**src/common/iod_pkg.sv**
```systemverilog
/*
  Package for the I/O register space decoder: access kinds, address map
  constants, register data-space offsets and field masks.
  Assumes an 8-bit core with a 0x20 offset between I/O and data addresses.
*/
package iod_pkg;

  // ----------------------------------------------------------------
  // Access kinds issued by the core
  // ----------------------------------------------------------------
  typedef enum logic [2:0] {
    IOD_ACC_NONE,
    IOD_ACC_IO_IN,
    IOD_ACC_IO_OUT,
    IOD_ACC_DATA_LOAD,
    IOD_ACC_DATA_STORE,
    IOD_ACC_SET_BIT,
    IOD_ACC_CLEAR_BIT,
    IOD_ACC_TEST_BIT
  } iod_acc_t;

  // ----------------------------------------------------------------
  // Address map
  // ----------------------------------------------------------------
  localparam logic [7:0] IOD_BIT_IO_LAST  = 8'h1F;
  localparam logic [7:0] IOD_IO_LAST      = 8'h3F;
  localparam logic [7:0] IOD_DATA_OFFSET  = 8'h20;
  localparam logic [7:0] IOD_EXT_FIRST    = 8'h60;
  localparam logic [7:0] IOD_WINDOW_FIRST = 8'h4D;
  localparam logic [7:0] IOD_WINDOW_LAST  = 8'h70;
  localparam int         IOD_WINDOW_WORDS = 36;

  // ----------------------------------------------------------------
  // Register data-space addresses
  // ----------------------------------------------------------------
  localparam logic [7:0] IOD_SERIAL_PERIPH_STATUS  = 8'h4D;
  localparam logic [7:0] IOD_SERIAL_PERIPH_DATA    = 8'h4E;
  localparam logic [7:0] IOD_ANALOG_CMP_CTRL_STAT  = 8'h50;
  localparam logic [7:0] IOD_DEBUG_COMM_BYTE       = 8'h51;
  localparam logic [7:0] IOD_SLEEP_MODE_CTRL       = 8'h53;
  localparam logic [7:0] IOD_RESET_CAUSE_STATUS    = 8'h54;
  localparam logic [7:0] IOD_CORE_MISC_CTRL        = 8'h55;
  localparam logic [7:0] IOD_SELF_PROGRAM_CTRL     = 8'h57;
  localparam logic [7:0] IOD_STACK_POINTER_LOW     = 8'h5D;
  localparam logic [7:0] IOD_STACK_POINTER_HIGH    = 8'h5E;
  localparam logic [7:0] IOD_CORE_STATUS_FLAGS     = 8'h5F;
  localparam logic [7:0] IOD_WATCHDOG_CTRL_STATUS  = 8'h60;
  localparam logic [7:0] IOD_CLOCK_PRESCALE_CTRL   = 8'h61;
  localparam logic [7:0] IOD_POWER_REDUCTION_CTRL  = 8'h64;
  localparam logic [7:0] IOD_OSC_CALIBRATION       = 8'h66;
  localparam logic [7:0] IOD_PIN_CHANGE_IRQ_CTRL   = 8'h68;
  localparam logic [7:0] IOD_EXT_IRQ_SENSE_CTRL    = 8'h69;
  localparam logic [7:0] IOD_PIN_CHANGE_MASK_0     = 8'h6B;
  localparam logic [7:0] IOD_PIN_CHANGE_MASK_1     = 8'h6C;
  localparam logic [7:0] IOD_PIN_CHANGE_MASK_2     = 8'h6D;
  localparam logic [7:0] IOD_TIMER0_IRQ_MASK       = 8'h6E;
  localparam logic [7:0] IOD_TIMER1_IRQ_MASK       = 8'h6F;
  localparam logic [7:0] IOD_TIMER2_IRQ_MASK       = 8'h70;

  // ----------------------------------------------------------------
  // Field masks: implemented bits, write-one-to-clear flags, read-only
  // ----------------------------------------------------------------
  localparam logic [7:0] IOD_RESET_VALUE           = 8'h00;
  localparam logic [7:0] IOD_MASK_ALL              = 8'hFF;
  localparam logic [7:0] IOD_MASK_NONE             = 8'h00;
  localparam logic [7:0] IOD_SPS_IMPL              = 8'hC1;
  localparam logic [7:0] IOD_SPS_RO                = 8'hC0;
  localparam logic [7:0] IOD_ACS_W1C               = 8'h10;
  localparam logic [7:0] IOD_ACS_RO                = 8'h20;
  localparam logic [7:0] IOD_SMC_IMPL              = 8'h0F;
  localparam logic [7:0] IOD_RCS_IMPL              = 8'h1F;
  localparam logic [7:0] IOD_MCC_IMPL              = 8'hF3;
  localparam logic [7:0] IOD_SPM_RO                = 8'h40;
  localparam logic [7:0] IOD_WDT_W1C               = 8'h80;
  localparam logic [7:0] IOD_CPS_IMPL              = 8'h8F;
  localparam logic [7:0] IOD_PCI_IMPL              = 8'h0F;
  localparam logic [7:0] IOD_EIS_IMPL              = 8'h3F;
  localparam logic [7:0] IOD_TM0_IMPL              = 8'h07;
  localparam logic [7:0] IOD_TM1_IMPL              = 8'h27;
  localparam logic [7:0] IOD_TM2_IMPL              = 8'h07;

endpackage : iod_pkg

```
**src/design/iod_addr_decode.sv**
```systemverilog
/*
  Address decoder: turns an access kind and raw address into a data-space
  address and a legality flag.
  Assumes the core presents I/O addresses for I/O and bit accesses.
*/
`timescale 1ns/10ps
module iod_addr_decode
  import iod_pkg::*;
(
  // Request
  input  iod_acc_t   acc_kind,
  input  logic [7:0] acc_addr,
  // Result
  output logic [7:0] data_addr,
  output logic       legal,
  output logic       is_bit_op,
  output logic       is_write
);

  // ----------------------------------------------------------------
  // Decode
  // ----------------------------------------------------------------
  always_comb begin
    data_addr = acc_addr;
    legal     = 1'b0;
    is_bit_op = 1'b0;
    is_write  = 1'b0;
    unique case (acc_kind)
      IOD_ACC_NONE: begin
        legal = 1'b0;
      end
      IOD_ACC_IO_IN, IOD_ACC_IO_OUT: begin
        legal     = (acc_addr <= IOD_IO_LAST);
        data_addr = 8'(acc_addr + IOD_DATA_OFFSET);
        is_write  = (acc_kind == IOD_ACC_IO_OUT);
      end
      IOD_ACC_DATA_LOAD, IOD_ACC_DATA_STORE: begin
        legal     = (acc_addr >= IOD_DATA_OFFSET);
        is_write  = (acc_kind == IOD_ACC_DATA_STORE);
      end
      IOD_ACC_SET_BIT, IOD_ACC_CLEAR_BIT, IOD_ACC_TEST_BIT: begin
        legal     = (acc_addr <= IOD_BIT_IO_LAST);
        data_addr = 8'(acc_addr + IOD_DATA_OFFSET);
        is_bit_op = 1'b1;
        is_write  = (acc_kind != IOD_ACC_TEST_BIT);
      end
    endcase
  end

endmodule : iod_addr_decode

```
**src/design/iod_reg_mem.sv**
```systemverilog
/*
  Small register store for plain read/write locations of the window.
  Assumes one write and one read port; read data is registered.
*/
`timescale 1ns/10ps
module iod_reg_mem
  import iod_pkg::*;
#(
  parameter int DEPTH = IOD_WINDOW_WORDS,
  parameter int AW    = 6
)(
  // Clock and reset
  input  logic          sys_clk,
  input  logic          sys_rst,
  // Write port
  input  logic          wr_en,
  input  logic [AW-1:0] wr_idx,
  input  logic [7:0]    wr_data,
  // Read port
  input  logic [AW-1:0] rd_idx,
  output logic [7:0]    rd_data_q
);

  // ----------------------------------------------------------------
  // Storage
  // ----------------------------------------------------------------
  logic [7:0] mem_q [DEPTH];

  if (DEPTH > (1 << AW)) begin : g_depth_chk
    $error("iod_reg_mem: DEPTH too large for AW");
  end

  always_ff @(posedge sys_clk or posedge sys_rst) begin
    if (sys_rst) begin
      for (int i = 0; i < DEPTH; i++) mem_q[i] <= IOD_RESET_VALUE;
    end else if (wr_en && (int'(wr_idx) < DEPTH)) begin
      mem_q[wr_idx] <= wr_data;
    end
  end

  // Out-of-range index reads zero rather than X
  always_ff @(posedge sys_clk or posedge sys_rst) begin
    if (sys_rst) begin
      rd_data_q <= IOD_RESET_VALUE;
    end else begin
      rd_data_q <= (int'(rd_idx) < DEPTH) ? mem_q[rd_idx] : IOD_RESET_VALUE;
    end
  end

endmodule : iod_reg_mem

```
**src/design/iod_io_space.sv**
```systemverilog
/*
  I/O register space of the core: decodes I/O and load/store accesses onto the
  register window from data address 0x4D to 0x70; single-bit accesses never reach it.
  Assumes the core holds a request for one cycle, reads data one cycle later,
  and that peripheral hardware sets flags through the set inputs.
*/
`timescale 1ns/10ps
module iod_io_space
  import iod_pkg::*;
(
  // Clock and reset
  input  logic       sys_clk,
  input  logic       sys_rst,
  // Core request
  input  iod_acc_t   acc_kind,
  input  logic [7:0] acc_addr,
  input  logic [2:0] acc_bit,
  input  logic [7:0] acc_wdata,
  // Core answer
  output logic [7:0] rd_data_q,
  output logic       bit_value_q,
  output logic       rd_valid_q,
  output logic       acc_error_q,
  // Peripheral flag and status inputs
  input  logic       spi_done_set,
  input  logic       spi_collision_set,
  input  logic       cmp_event_set,
  input  logic       cmp_output,
  input  logic       wdt_event_set,
  input  logic       rww_busy,
  input  logic [4:0] reset_cause_set,
  // Register contents to peripherals
  output logic [7:0] spi_status_q,
  output logic [7:0] cmp_ctrl_q,
  output logic [7:0] reset_cause_q,
  output logic [7:0] wdt_ctrl_q,
  output logic [7:0] self_prog_q
);

  // ----------------------------------------------------------------
  // Helpers
  // ----------------------------------------------------------------
  localparam int         MEM_AW = 6;
  localparam logic [7:0] ONE_HOT = 8'h01;

  function automatic logic [7:0] impl_mask(input logic [7:0] a);
    unique case (a)
      IOD_SERIAL_PERIPH_STATUS: impl_mask = IOD_SPS_IMPL;
      IOD_SERIAL_PERIPH_DATA,
      IOD_ANALOG_CMP_CTRL_STAT,
      IOD_DEBUG_COMM_BYTE,
      IOD_SELF_PROGRAM_CTRL,
      IOD_STACK_POINTER_LOW,
      IOD_STACK_POINTER_HIGH,
      IOD_CORE_STATUS_FLAGS,
      IOD_WATCHDOG_CTRL_STATUS,
      IOD_POWER_REDUCTION_CTRL,
      IOD_OSC_CALIBRATION,
      IOD_PIN_CHANGE_MASK_0,
      IOD_PIN_CHANGE_MASK_1,
      IOD_PIN_CHANGE_MASK_2:    impl_mask = IOD_MASK_ALL;
      IOD_SLEEP_MODE_CTRL:      impl_mask = IOD_SMC_IMPL;
      IOD_RESET_CAUSE_STATUS:   impl_mask = IOD_RCS_IMPL;
      IOD_CORE_MISC_CTRL:       impl_mask = IOD_MCC_IMPL;
      IOD_CLOCK_PRESCALE_CTRL:  impl_mask = IOD_CPS_IMPL;
      IOD_PIN_CHANGE_IRQ_CTRL:  impl_mask = IOD_PCI_IMPL;
      IOD_EXT_IRQ_SENSE_CTRL:   impl_mask = IOD_EIS_IMPL;
      IOD_TIMER0_IRQ_MASK:      impl_mask = IOD_TM0_IMPL;
      IOD_TIMER1_IRQ_MASK:      impl_mask = IOD_TM1_IMPL;
      IOD_TIMER2_IRQ_MASK:      impl_mask = IOD_TM2_IMPL;
      default:                  impl_mask = IOD_MASK_NONE;
    endcase
  endfunction : impl_mask

  // Flag-holding registers live in flops; the rest goes to the store
  function automatic logic is_flag_reg(input logic [7:0] a);
    is_flag_reg = (a == IOD_SERIAL_PERIPH_STATUS) || (a == IOD_ANALOG_CMP_CTRL_STAT) ||
                  (a == IOD_RESET_CAUSE_STATUS) || (a == IOD_WATCHDOG_CTRL_STATUS) ||
                  (a == IOD_SELF_PROGRAM_CTRL);
  endfunction : is_flag_reg

  // ----------------------------------------------------------------
  // Decode
  // ----------------------------------------------------------------
  logic [7:0] data_addr;
  logic       legal;
  logic       is_bit_op;
  logic       is_write;

  iod_addr_decode u_decode (
    .acc_kind  (acc_kind),
    .acc_addr  (acc_addr),
    .data_addr (data_addr),
    .legal     (legal),
    .is_bit_op (is_bit_op),
    .is_write  (is_write)
  );

  logic       in_window;
  logic       hit;
  logic [7:0] mask;
  logic [7:0] flag_cur;
  logic [7:0] cur_val;
  logic [7:0] wr_val;
  logic       do_write;
  logic [7:0] bit_sel;
  logic [MEM_AW-1:0] mem_idx;
  logic [7:0] mem_rdata;
  logic       was_flag_q;
  logic [7:0] flag_rd_q;
  logic       acc_q;
  logic [7:0] mask_q;
  logic [2:0] bit_q;
  logic       test_q;

  assign in_window = (data_addr >= IOD_WINDOW_FIRST) && (data_addr <= IOD_WINDOW_LAST);
  assign hit       = legal && in_window;
  assign mask      = hit ? impl_mask(data_addr) : IOD_MASK_NONE;
  assign mem_idx   = MEM_AW'(8'(data_addr - IOD_WINDOW_FIRST));
  assign bit_sel   = ONE_HOT << acc_bit;

  always_comb begin
    flag_cur = IOD_RESET_VALUE;
    unique case (data_addr)
      IOD_SERIAL_PERIPH_STATUS: flag_cur = spi_status_q;
      IOD_ANALOG_CMP_CTRL_STAT: flag_cur = cmp_ctrl_q;
      IOD_RESET_CAUSE_STATUS:   flag_cur = reset_cause_q;
      IOD_WATCHDOG_CTRL_STATUS: flag_cur = wdt_ctrl_q;
      IOD_SELF_PROGRAM_CTRL:    flag_cur = self_prog_q;
      default:                  flag_cur = IOD_RESET_VALUE;
    endcase
  end

  // No window location is bit-addressable, so bit ops never write here;
  // the read-modify-write path only serves a lower window if one is added.
  assign cur_val = flag_cur & mask;

  always_comb begin
    wr_val = acc_wdata;
    if (acc_kind == IOD_ACC_SET_BIT) begin
      wr_val = cur_val | bit_sel;
    end else if (acc_kind == IOD_ACC_CLEAR_BIT) begin
      wr_val = cur_val & ~bit_sel;
    end
  end

  assign do_write = hit && is_write;

  // ----------------------------------------------------------------
  // Plain storage
  // ----------------------------------------------------------------
  iod_reg_mem #(
    .DEPTH (IOD_WINDOW_WORDS),
    .AW    (MEM_AW)
  ) u_mem (
    .sys_clk   (sys_clk),
    .sys_rst   (sys_rst),
    .wr_en     (do_write && !is_flag_reg(data_addr)),
    .wr_idx    (mem_idx),
    .wr_data   (wr_val & mask),
    .rd_idx    (mem_idx),
    .rd_data_q (mem_rdata)
  );

  // ----------------------------------------------------------------
  // Flag registers: hardware set wins over a same-cycle clear
  // ----------------------------------------------------------------
  logic wr_sps;
  logic wr_acs;
  logic wr_rcs;
  logic wr_wdt;
  logic wr_spm;

  assign wr_sps = do_write && (data_addr == IOD_SERIAL_PERIPH_STATUS);
  assign wr_acs = do_write && (data_addr == IOD_ANALOG_CMP_CTRL_STAT);
  assign wr_rcs = do_write && (data_addr == IOD_RESET_CAUSE_STATUS);
  assign wr_wdt = do_write && (data_addr == IOD_WATCHDOG_CTRL_STATUS);
  assign wr_spm = do_write && (data_addr == IOD_SELF_PROGRAM_CTRL);

  // Done and collision flags clear by reading status; here by writing one
  always_ff @(posedge sys_clk or posedge sys_rst) begin
    if (sys_rst) begin
      spi_status_q <= IOD_RESET_VALUE;
    end else begin
      if (wr_sps) begin
        spi_status_q <= ((spi_status_q & ~(wr_val & IOD_SPS_RO)) & IOD_SPS_RO) |
                        (wr_val & IOD_SPS_IMPL & ~IOD_SPS_RO);
      end
      if (spi_done_set)      spi_status_q[7] <= 1'b1;
      if (spi_collision_set) spi_status_q[6] <= 1'b1;
    end
  end

  always_ff @(posedge sys_clk or posedge sys_rst) begin
    if (sys_rst) begin
      cmp_ctrl_q <= IOD_RESET_VALUE;
    end else begin
      if (wr_acs) begin
        cmp_ctrl_q <= (wr_val & ~(IOD_ACS_W1C | IOD_ACS_RO)) |
                      (cmp_ctrl_q & IOD_ACS_W1C & ~wr_val);
      end
      cmp_ctrl_q[5] <= cmp_output;
      if (cmp_event_set) cmp_ctrl_q[4] <= 1'b1;
    end
  end

  // Cause bits set by hardware, cleared by writing zero (plain store)
  always_ff @(posedge sys_clk or posedge sys_rst) begin
    if (sys_rst) begin
      reset_cause_q <= IOD_RESET_VALUE;
    end else begin
      if (wr_rcs) reset_cause_q <= wr_val & IOD_RCS_IMPL;
      reset_cause_q[4:0] <= (wr_rcs ? wr_val[4:0] : reset_cause_q[4:0]) | reset_cause_set;
    end
  end

  always_ff @(posedge sys_clk or posedge sys_rst) begin
    if (sys_rst) begin
      wdt_ctrl_q <= IOD_RESET_VALUE;
    end else begin
      if (wr_wdt) begin
        wdt_ctrl_q <= (wr_val & ~IOD_WDT_W1C) |
                      (wdt_ctrl_q & IOD_WDT_W1C & ~wr_val);
      end
      if (wdt_event_set) wdt_ctrl_q[7] <= 1'b1;
    end
  end

  always_ff @(posedge sys_clk or posedge sys_rst) begin
    if (sys_rst) begin
      self_prog_q <= IOD_RESET_VALUE;
    end else begin
      if (wr_spm) self_prog_q <= wr_val & ~IOD_SPM_RO;
      self_prog_q[6] <= rww_busy;
    end
  end

  // ----------------------------------------------------------------
  // Read answer, one cycle after the request
  // ----------------------------------------------------------------
  always_ff @(posedge sys_clk or posedge sys_rst) begin
    if (sys_rst) begin
      acc_q       <= 1'b0;
      was_flag_q  <= 1'b0;
      flag_rd_q   <= IOD_RESET_VALUE;
      mask_q      <= IOD_MASK_NONE;
      bit_q       <= 3'h0;
      test_q      <= 1'b0;
      acc_error_q <= 1'b0;
    end else begin
      acc_q       <= legal && !is_write;
      was_flag_q  <= is_flag_reg(data_addr);
      flag_rd_q   <= cur_val;
      mask_q      <= mask;
      bit_q       <= acc_bit;
      test_q      <= legal && is_bit_op && !is_write;
      acc_error_q <= (acc_kind != IOD_ACC_NONE) && !legal;
    end
  end

  logic [7:0] rd_mux;
  assign rd_mux = was_flag_q ? flag_rd_q : (mem_rdata & mask_q);

  assign rd_data_q   = rd_mux;
  assign bit_value_q = test_q && rd_mux[bit_q];
  assign rd_valid_q  = acc_q;

endmodule : iod_io_space

```
**config.mk**
```make
export PLATFORM = sky130hd
export DESIGN_NAME = iod_io_space
export DESIGN_NICKNAME = d
export VERILOG_FILES = /design/src/common/iod_pkg.sv /design/src/design/iod_addr_decode.sv /design/src/design/iod_reg_mem.sv /design/src/design/iod_io_space.sv
export SDC_FILE = /design/constraint.sdc
export NUM_CORES = 1
export LEC_CHECK = 0
export ABC_CLOCK_PERIOD_IN_PS = 9400
export BUFFER_PORTS_ARGS = -buffer_cell sky130_fd_sc_hd__buf_2
export CAP_MARGIN = 20
export CORE_MARGIN = 2
export CORE_UTILIZATION = 55
export DETAILED_ROUTE_END_ITERATION = 12
export PLACE_DENSITY_LB_ADDON = 0.25
export SLEW_MARGIN = 20
export SYNTH_ARGS = -nofsm -noshare
export SYNTH_HDL_FRONTEND = slang
export SYNTH_SLANG_ARGS = --single-unit
```
**constraint.sdc**
```tcl
create_clock -name sys_clk -period 9.4 [get_ports sys_clk]
set_input_delay 0.47 -clock sys_clk [delete_from_list [all_inputs] [get_ports sys_clk]]
set_output_delay 0.47 -clock sys_clk [all_outputs]
set_load 0.03 [all_outputs]
```
==> key figures <==
Placement
  – DP HPWL: roughly 32 mm
  – Buffers on Ports: 77
  – GPL Wtd Cong: 0.8976
  – Placement Setup Slack: 5.245 ns

Critical path
  – CP Capture Type: register
  – Crit Path Category: in2reg
  – Worst Path Arrival: 3.99 ns
  – Crit path launch type: primary input
  – Critical Path RT: approximately 9.8 ns
  – R2R cell count: 6
  – Crit path max fanout: 24

CTS
  – Clk sinks: 351
  – Post-CTS setup buffers: 0
  – Clk root buf: clkbuf_16
  – Htree depth: 2
  – Clk slew on worst S/H paths: 0.06 ns
  – TritonCTS clock tree: done
  – Number of CTS-inserted buffers: 37
  – Post_cts resized: 0
  – CTS max path bufs: 3
  – Hold buffer count at cts: 0
  – Clk_lat worst skew: 0.54 ns

Min path
  – Hold depth: 1
  – HP Class: in2reg

Timing
  – Max Clock Skew: 0.02728 ns
  – Final Hold Fails: 0
  – Setup TNS: 0 ns
  – Final Setup Violations: 0
  – Max-slew violations: 0
  – Tcrit/Tclk final: 0.3809
  – Final min period: between 3 and 4 ns
  – Rel. slew slack: 0.2592
  – Worst setup margin: between 5 and 6 ns
  – RSZ-0062 raised after global routing: false
  – Fmax: between 200 and 300 MHz
  – Slew of the pin with the lowest slew margin: roughly 1.1 ns

Yosys
  – Synth Instances: 1661
  – Syn Area/Cell: just under 10 um2
  – Share of the synthesized area in the top cell type: 0.5342
  – Post-synth EDFFs: 0
  – Yosys top cell by area: dfrtp_1
  – FF+latch count, synth: 351
  – Synth top area cells: dfrtp_1, o21ai_0, nand2_1
  – Top_reg_cell synth: dfrtp_1
  – Ys async rst share: 1.000
  – Synth unique cells: 82
  – Seq/Total Area, Yosys: 0.5342
  – Synth warn: 0
  – Synth Cell Area: 16440 um2

Finish
  – N_diodes: 0
  – Fraction of layout cells with a size suffix above 1: 0.1510
  – Most frequent cells in the layout: dfrtp_1, o21ai_0, nand2_1
  – Layout Nets: around 1.7k
  – Area growth, synth to finish: 10.93%
  – Most common cell after layout, fill and taps aside: dfrtp_1

Power and ir drop
  – Worst VDD drop: 0.1237 mV
  – Leakage power: 8.288 nW
  – Overall power: ~3.3 mW
  – Pwr per Cell Area: about 180 nW/um2

GRT
  – First-pass GRT wire length: 76.22 mm
  – Number of global-route vias before repair: 13.21k
  – Grt ovf: 0
  – Initial antenna violation count: 0
  – Largest net degree at the start of global routing: 83
  – GR Util All Layers: 0.3180

Route
  – Initial drt markers: approximately 1.5k
  – DR vias/cell: 6.461
  – Antenna Nets Post-Route: 0
  – DRC: 0
  – Total wire length: 49.14 mm
  – DRT Pass-1 Iters: 6
  – Vias: 13.56k
  – WL/cell: 23.41 um

Floorplan
  – Die Y-Extent: 176.9 um
  – Core region area: 29560 um2
  – Row Count: 63
  – # IOs: 86
  – Starting density of the core: 0.5563
  – Die Area: 31300 um2
  – Die X: 176.9 um

Status
  – Status: complete, no violations

Job
  – Max-cap check violation count: 0
synth_stat cells, drive strengths merged, types with 3 or more instances:
master,n
xnor2,4
and3,8
or2,11
and2,17
a32oi,10
nor2b,9
o21ai,303
nor4,30
a211oi,5
nand3,23
clkbuf,91
nand4,23
a22oi,12
and3b,4
nand2b,6
inv,52
buf,43
o211ai,8
a31oi,15
nor3,22
dfrtp,351
mux2,51
nor2,60
mux2i,34
nand3b,9
o22a,6
a2111oi,6
a22o,10
xor2,4
o221ai,8
o21a,3
a211o,5
a221oi,6
ha,6
nand2,206
a21oi,31
mux4,4
o22ai,118
nor3b,6
o31ai,11
a21o,3
path summary, 6_finish.rpt:
check,from,endpoint,slack (ns)
worst max-delay path,acc_addr[5],u_mem.mem_q[36],5.82
worst min-delay path,rww_busy,self_prog_q[6],0.05
worst max register to register,self_prog_q[4],u_mem.mem_q[36],6.65
worst min register to register,u_mem.mem_q[184],u_mem.mem_q[184],0.48
max in group asynchronous,sys_rst,u_mem.mem_q[186],7.64
min in group asynchronous,sys_rst,u_mem.mem_q[43],0.25
cells by family (layout without fill, tap and decap cells):
family | after synthesis | after routing | synth area share
AOI/OAI and AO/OA | 576 | 576 | 0.2090
and+or+nand+nor | 443 | 443 | 0.1363
DFF | 351 | 351 | 0.5342
buffers and inverters | 186 | 227 | 0.04855
muxes | 89 | 89 | 0.06156
xor gates and xnor gates | 9 | 9 | 0.005630
adders and majority gates | 6 | 6 | 0.004565
other | 1 | 8 | 0.0002281
stage by stage:
stage,utilization,hold slack (ns),area [um2],std cells
finish,0.6171,0.05052,18240,2099
detailed placement,0.5762,0.4707,17030,2033
global placement,0.5758,0.4615,17020,2032
CTS,0.6162,0.03789,18210,2098
global route,0.6171,0.04185,18240,2099
floorplan,-,0.4497,16470,1668
worst max-delay path, cell delays in order:
cell,delay [ns]
buf_2,0.19
ha_1,0.24
xnor2_1,0.34
nand4_1,0.36
nand2_1,0.41
a32oi_1,0.22
o21ai_0,0.54
nand2_1,0.80
o21ai_0,0.39
layer usage:
metal  share of wire  up-vias  track usage
met5               0        -            0
met4           0.047        0       0.1522
met3           0.082      125      0.05198
met2            0.46      671       0.5020
met1            0.41     6697       0.4318
li1                -     6068            -
flip-flops by register name, indices dropped and copies added (netlist names):
register	flops
u_mem.rd_data_q	8
self_prog_q	8
bit_q	3
was_flag_q	1
rd_valid_q	1
cmp_ctrl_q	8
mask_q	8
u_mem.mem_q	288
reset_cause_q	5
spi_status_q	3
test_q	1
acc_error_q	1
wdt_ctrl_q	8
flag_rd_q	8
where the power goes:
| group | internal [mW] | total [mW] | switching (mW) |
|---|---|---|---|
| registers | 1.53 | 1.54 | 0.00868 |
| clock network | 0.830 | 1.43 | 0.601 |
| logic | 0.0966 | 0.342 | 0.245 |
| total | 2.46 | 3.31 | 0.855 |
final cells by class:
type,instances,area (um2)
clock inverters,10,97.59
repair buffers,110,656.9
inverters,52,198.9
fillers,2476,11320
clock buffers,55,1084
well taps,390,488.0
flip-flops and latches,351,8783
multi-input cells,1131,6933
(Power assumes the default switching activity.)
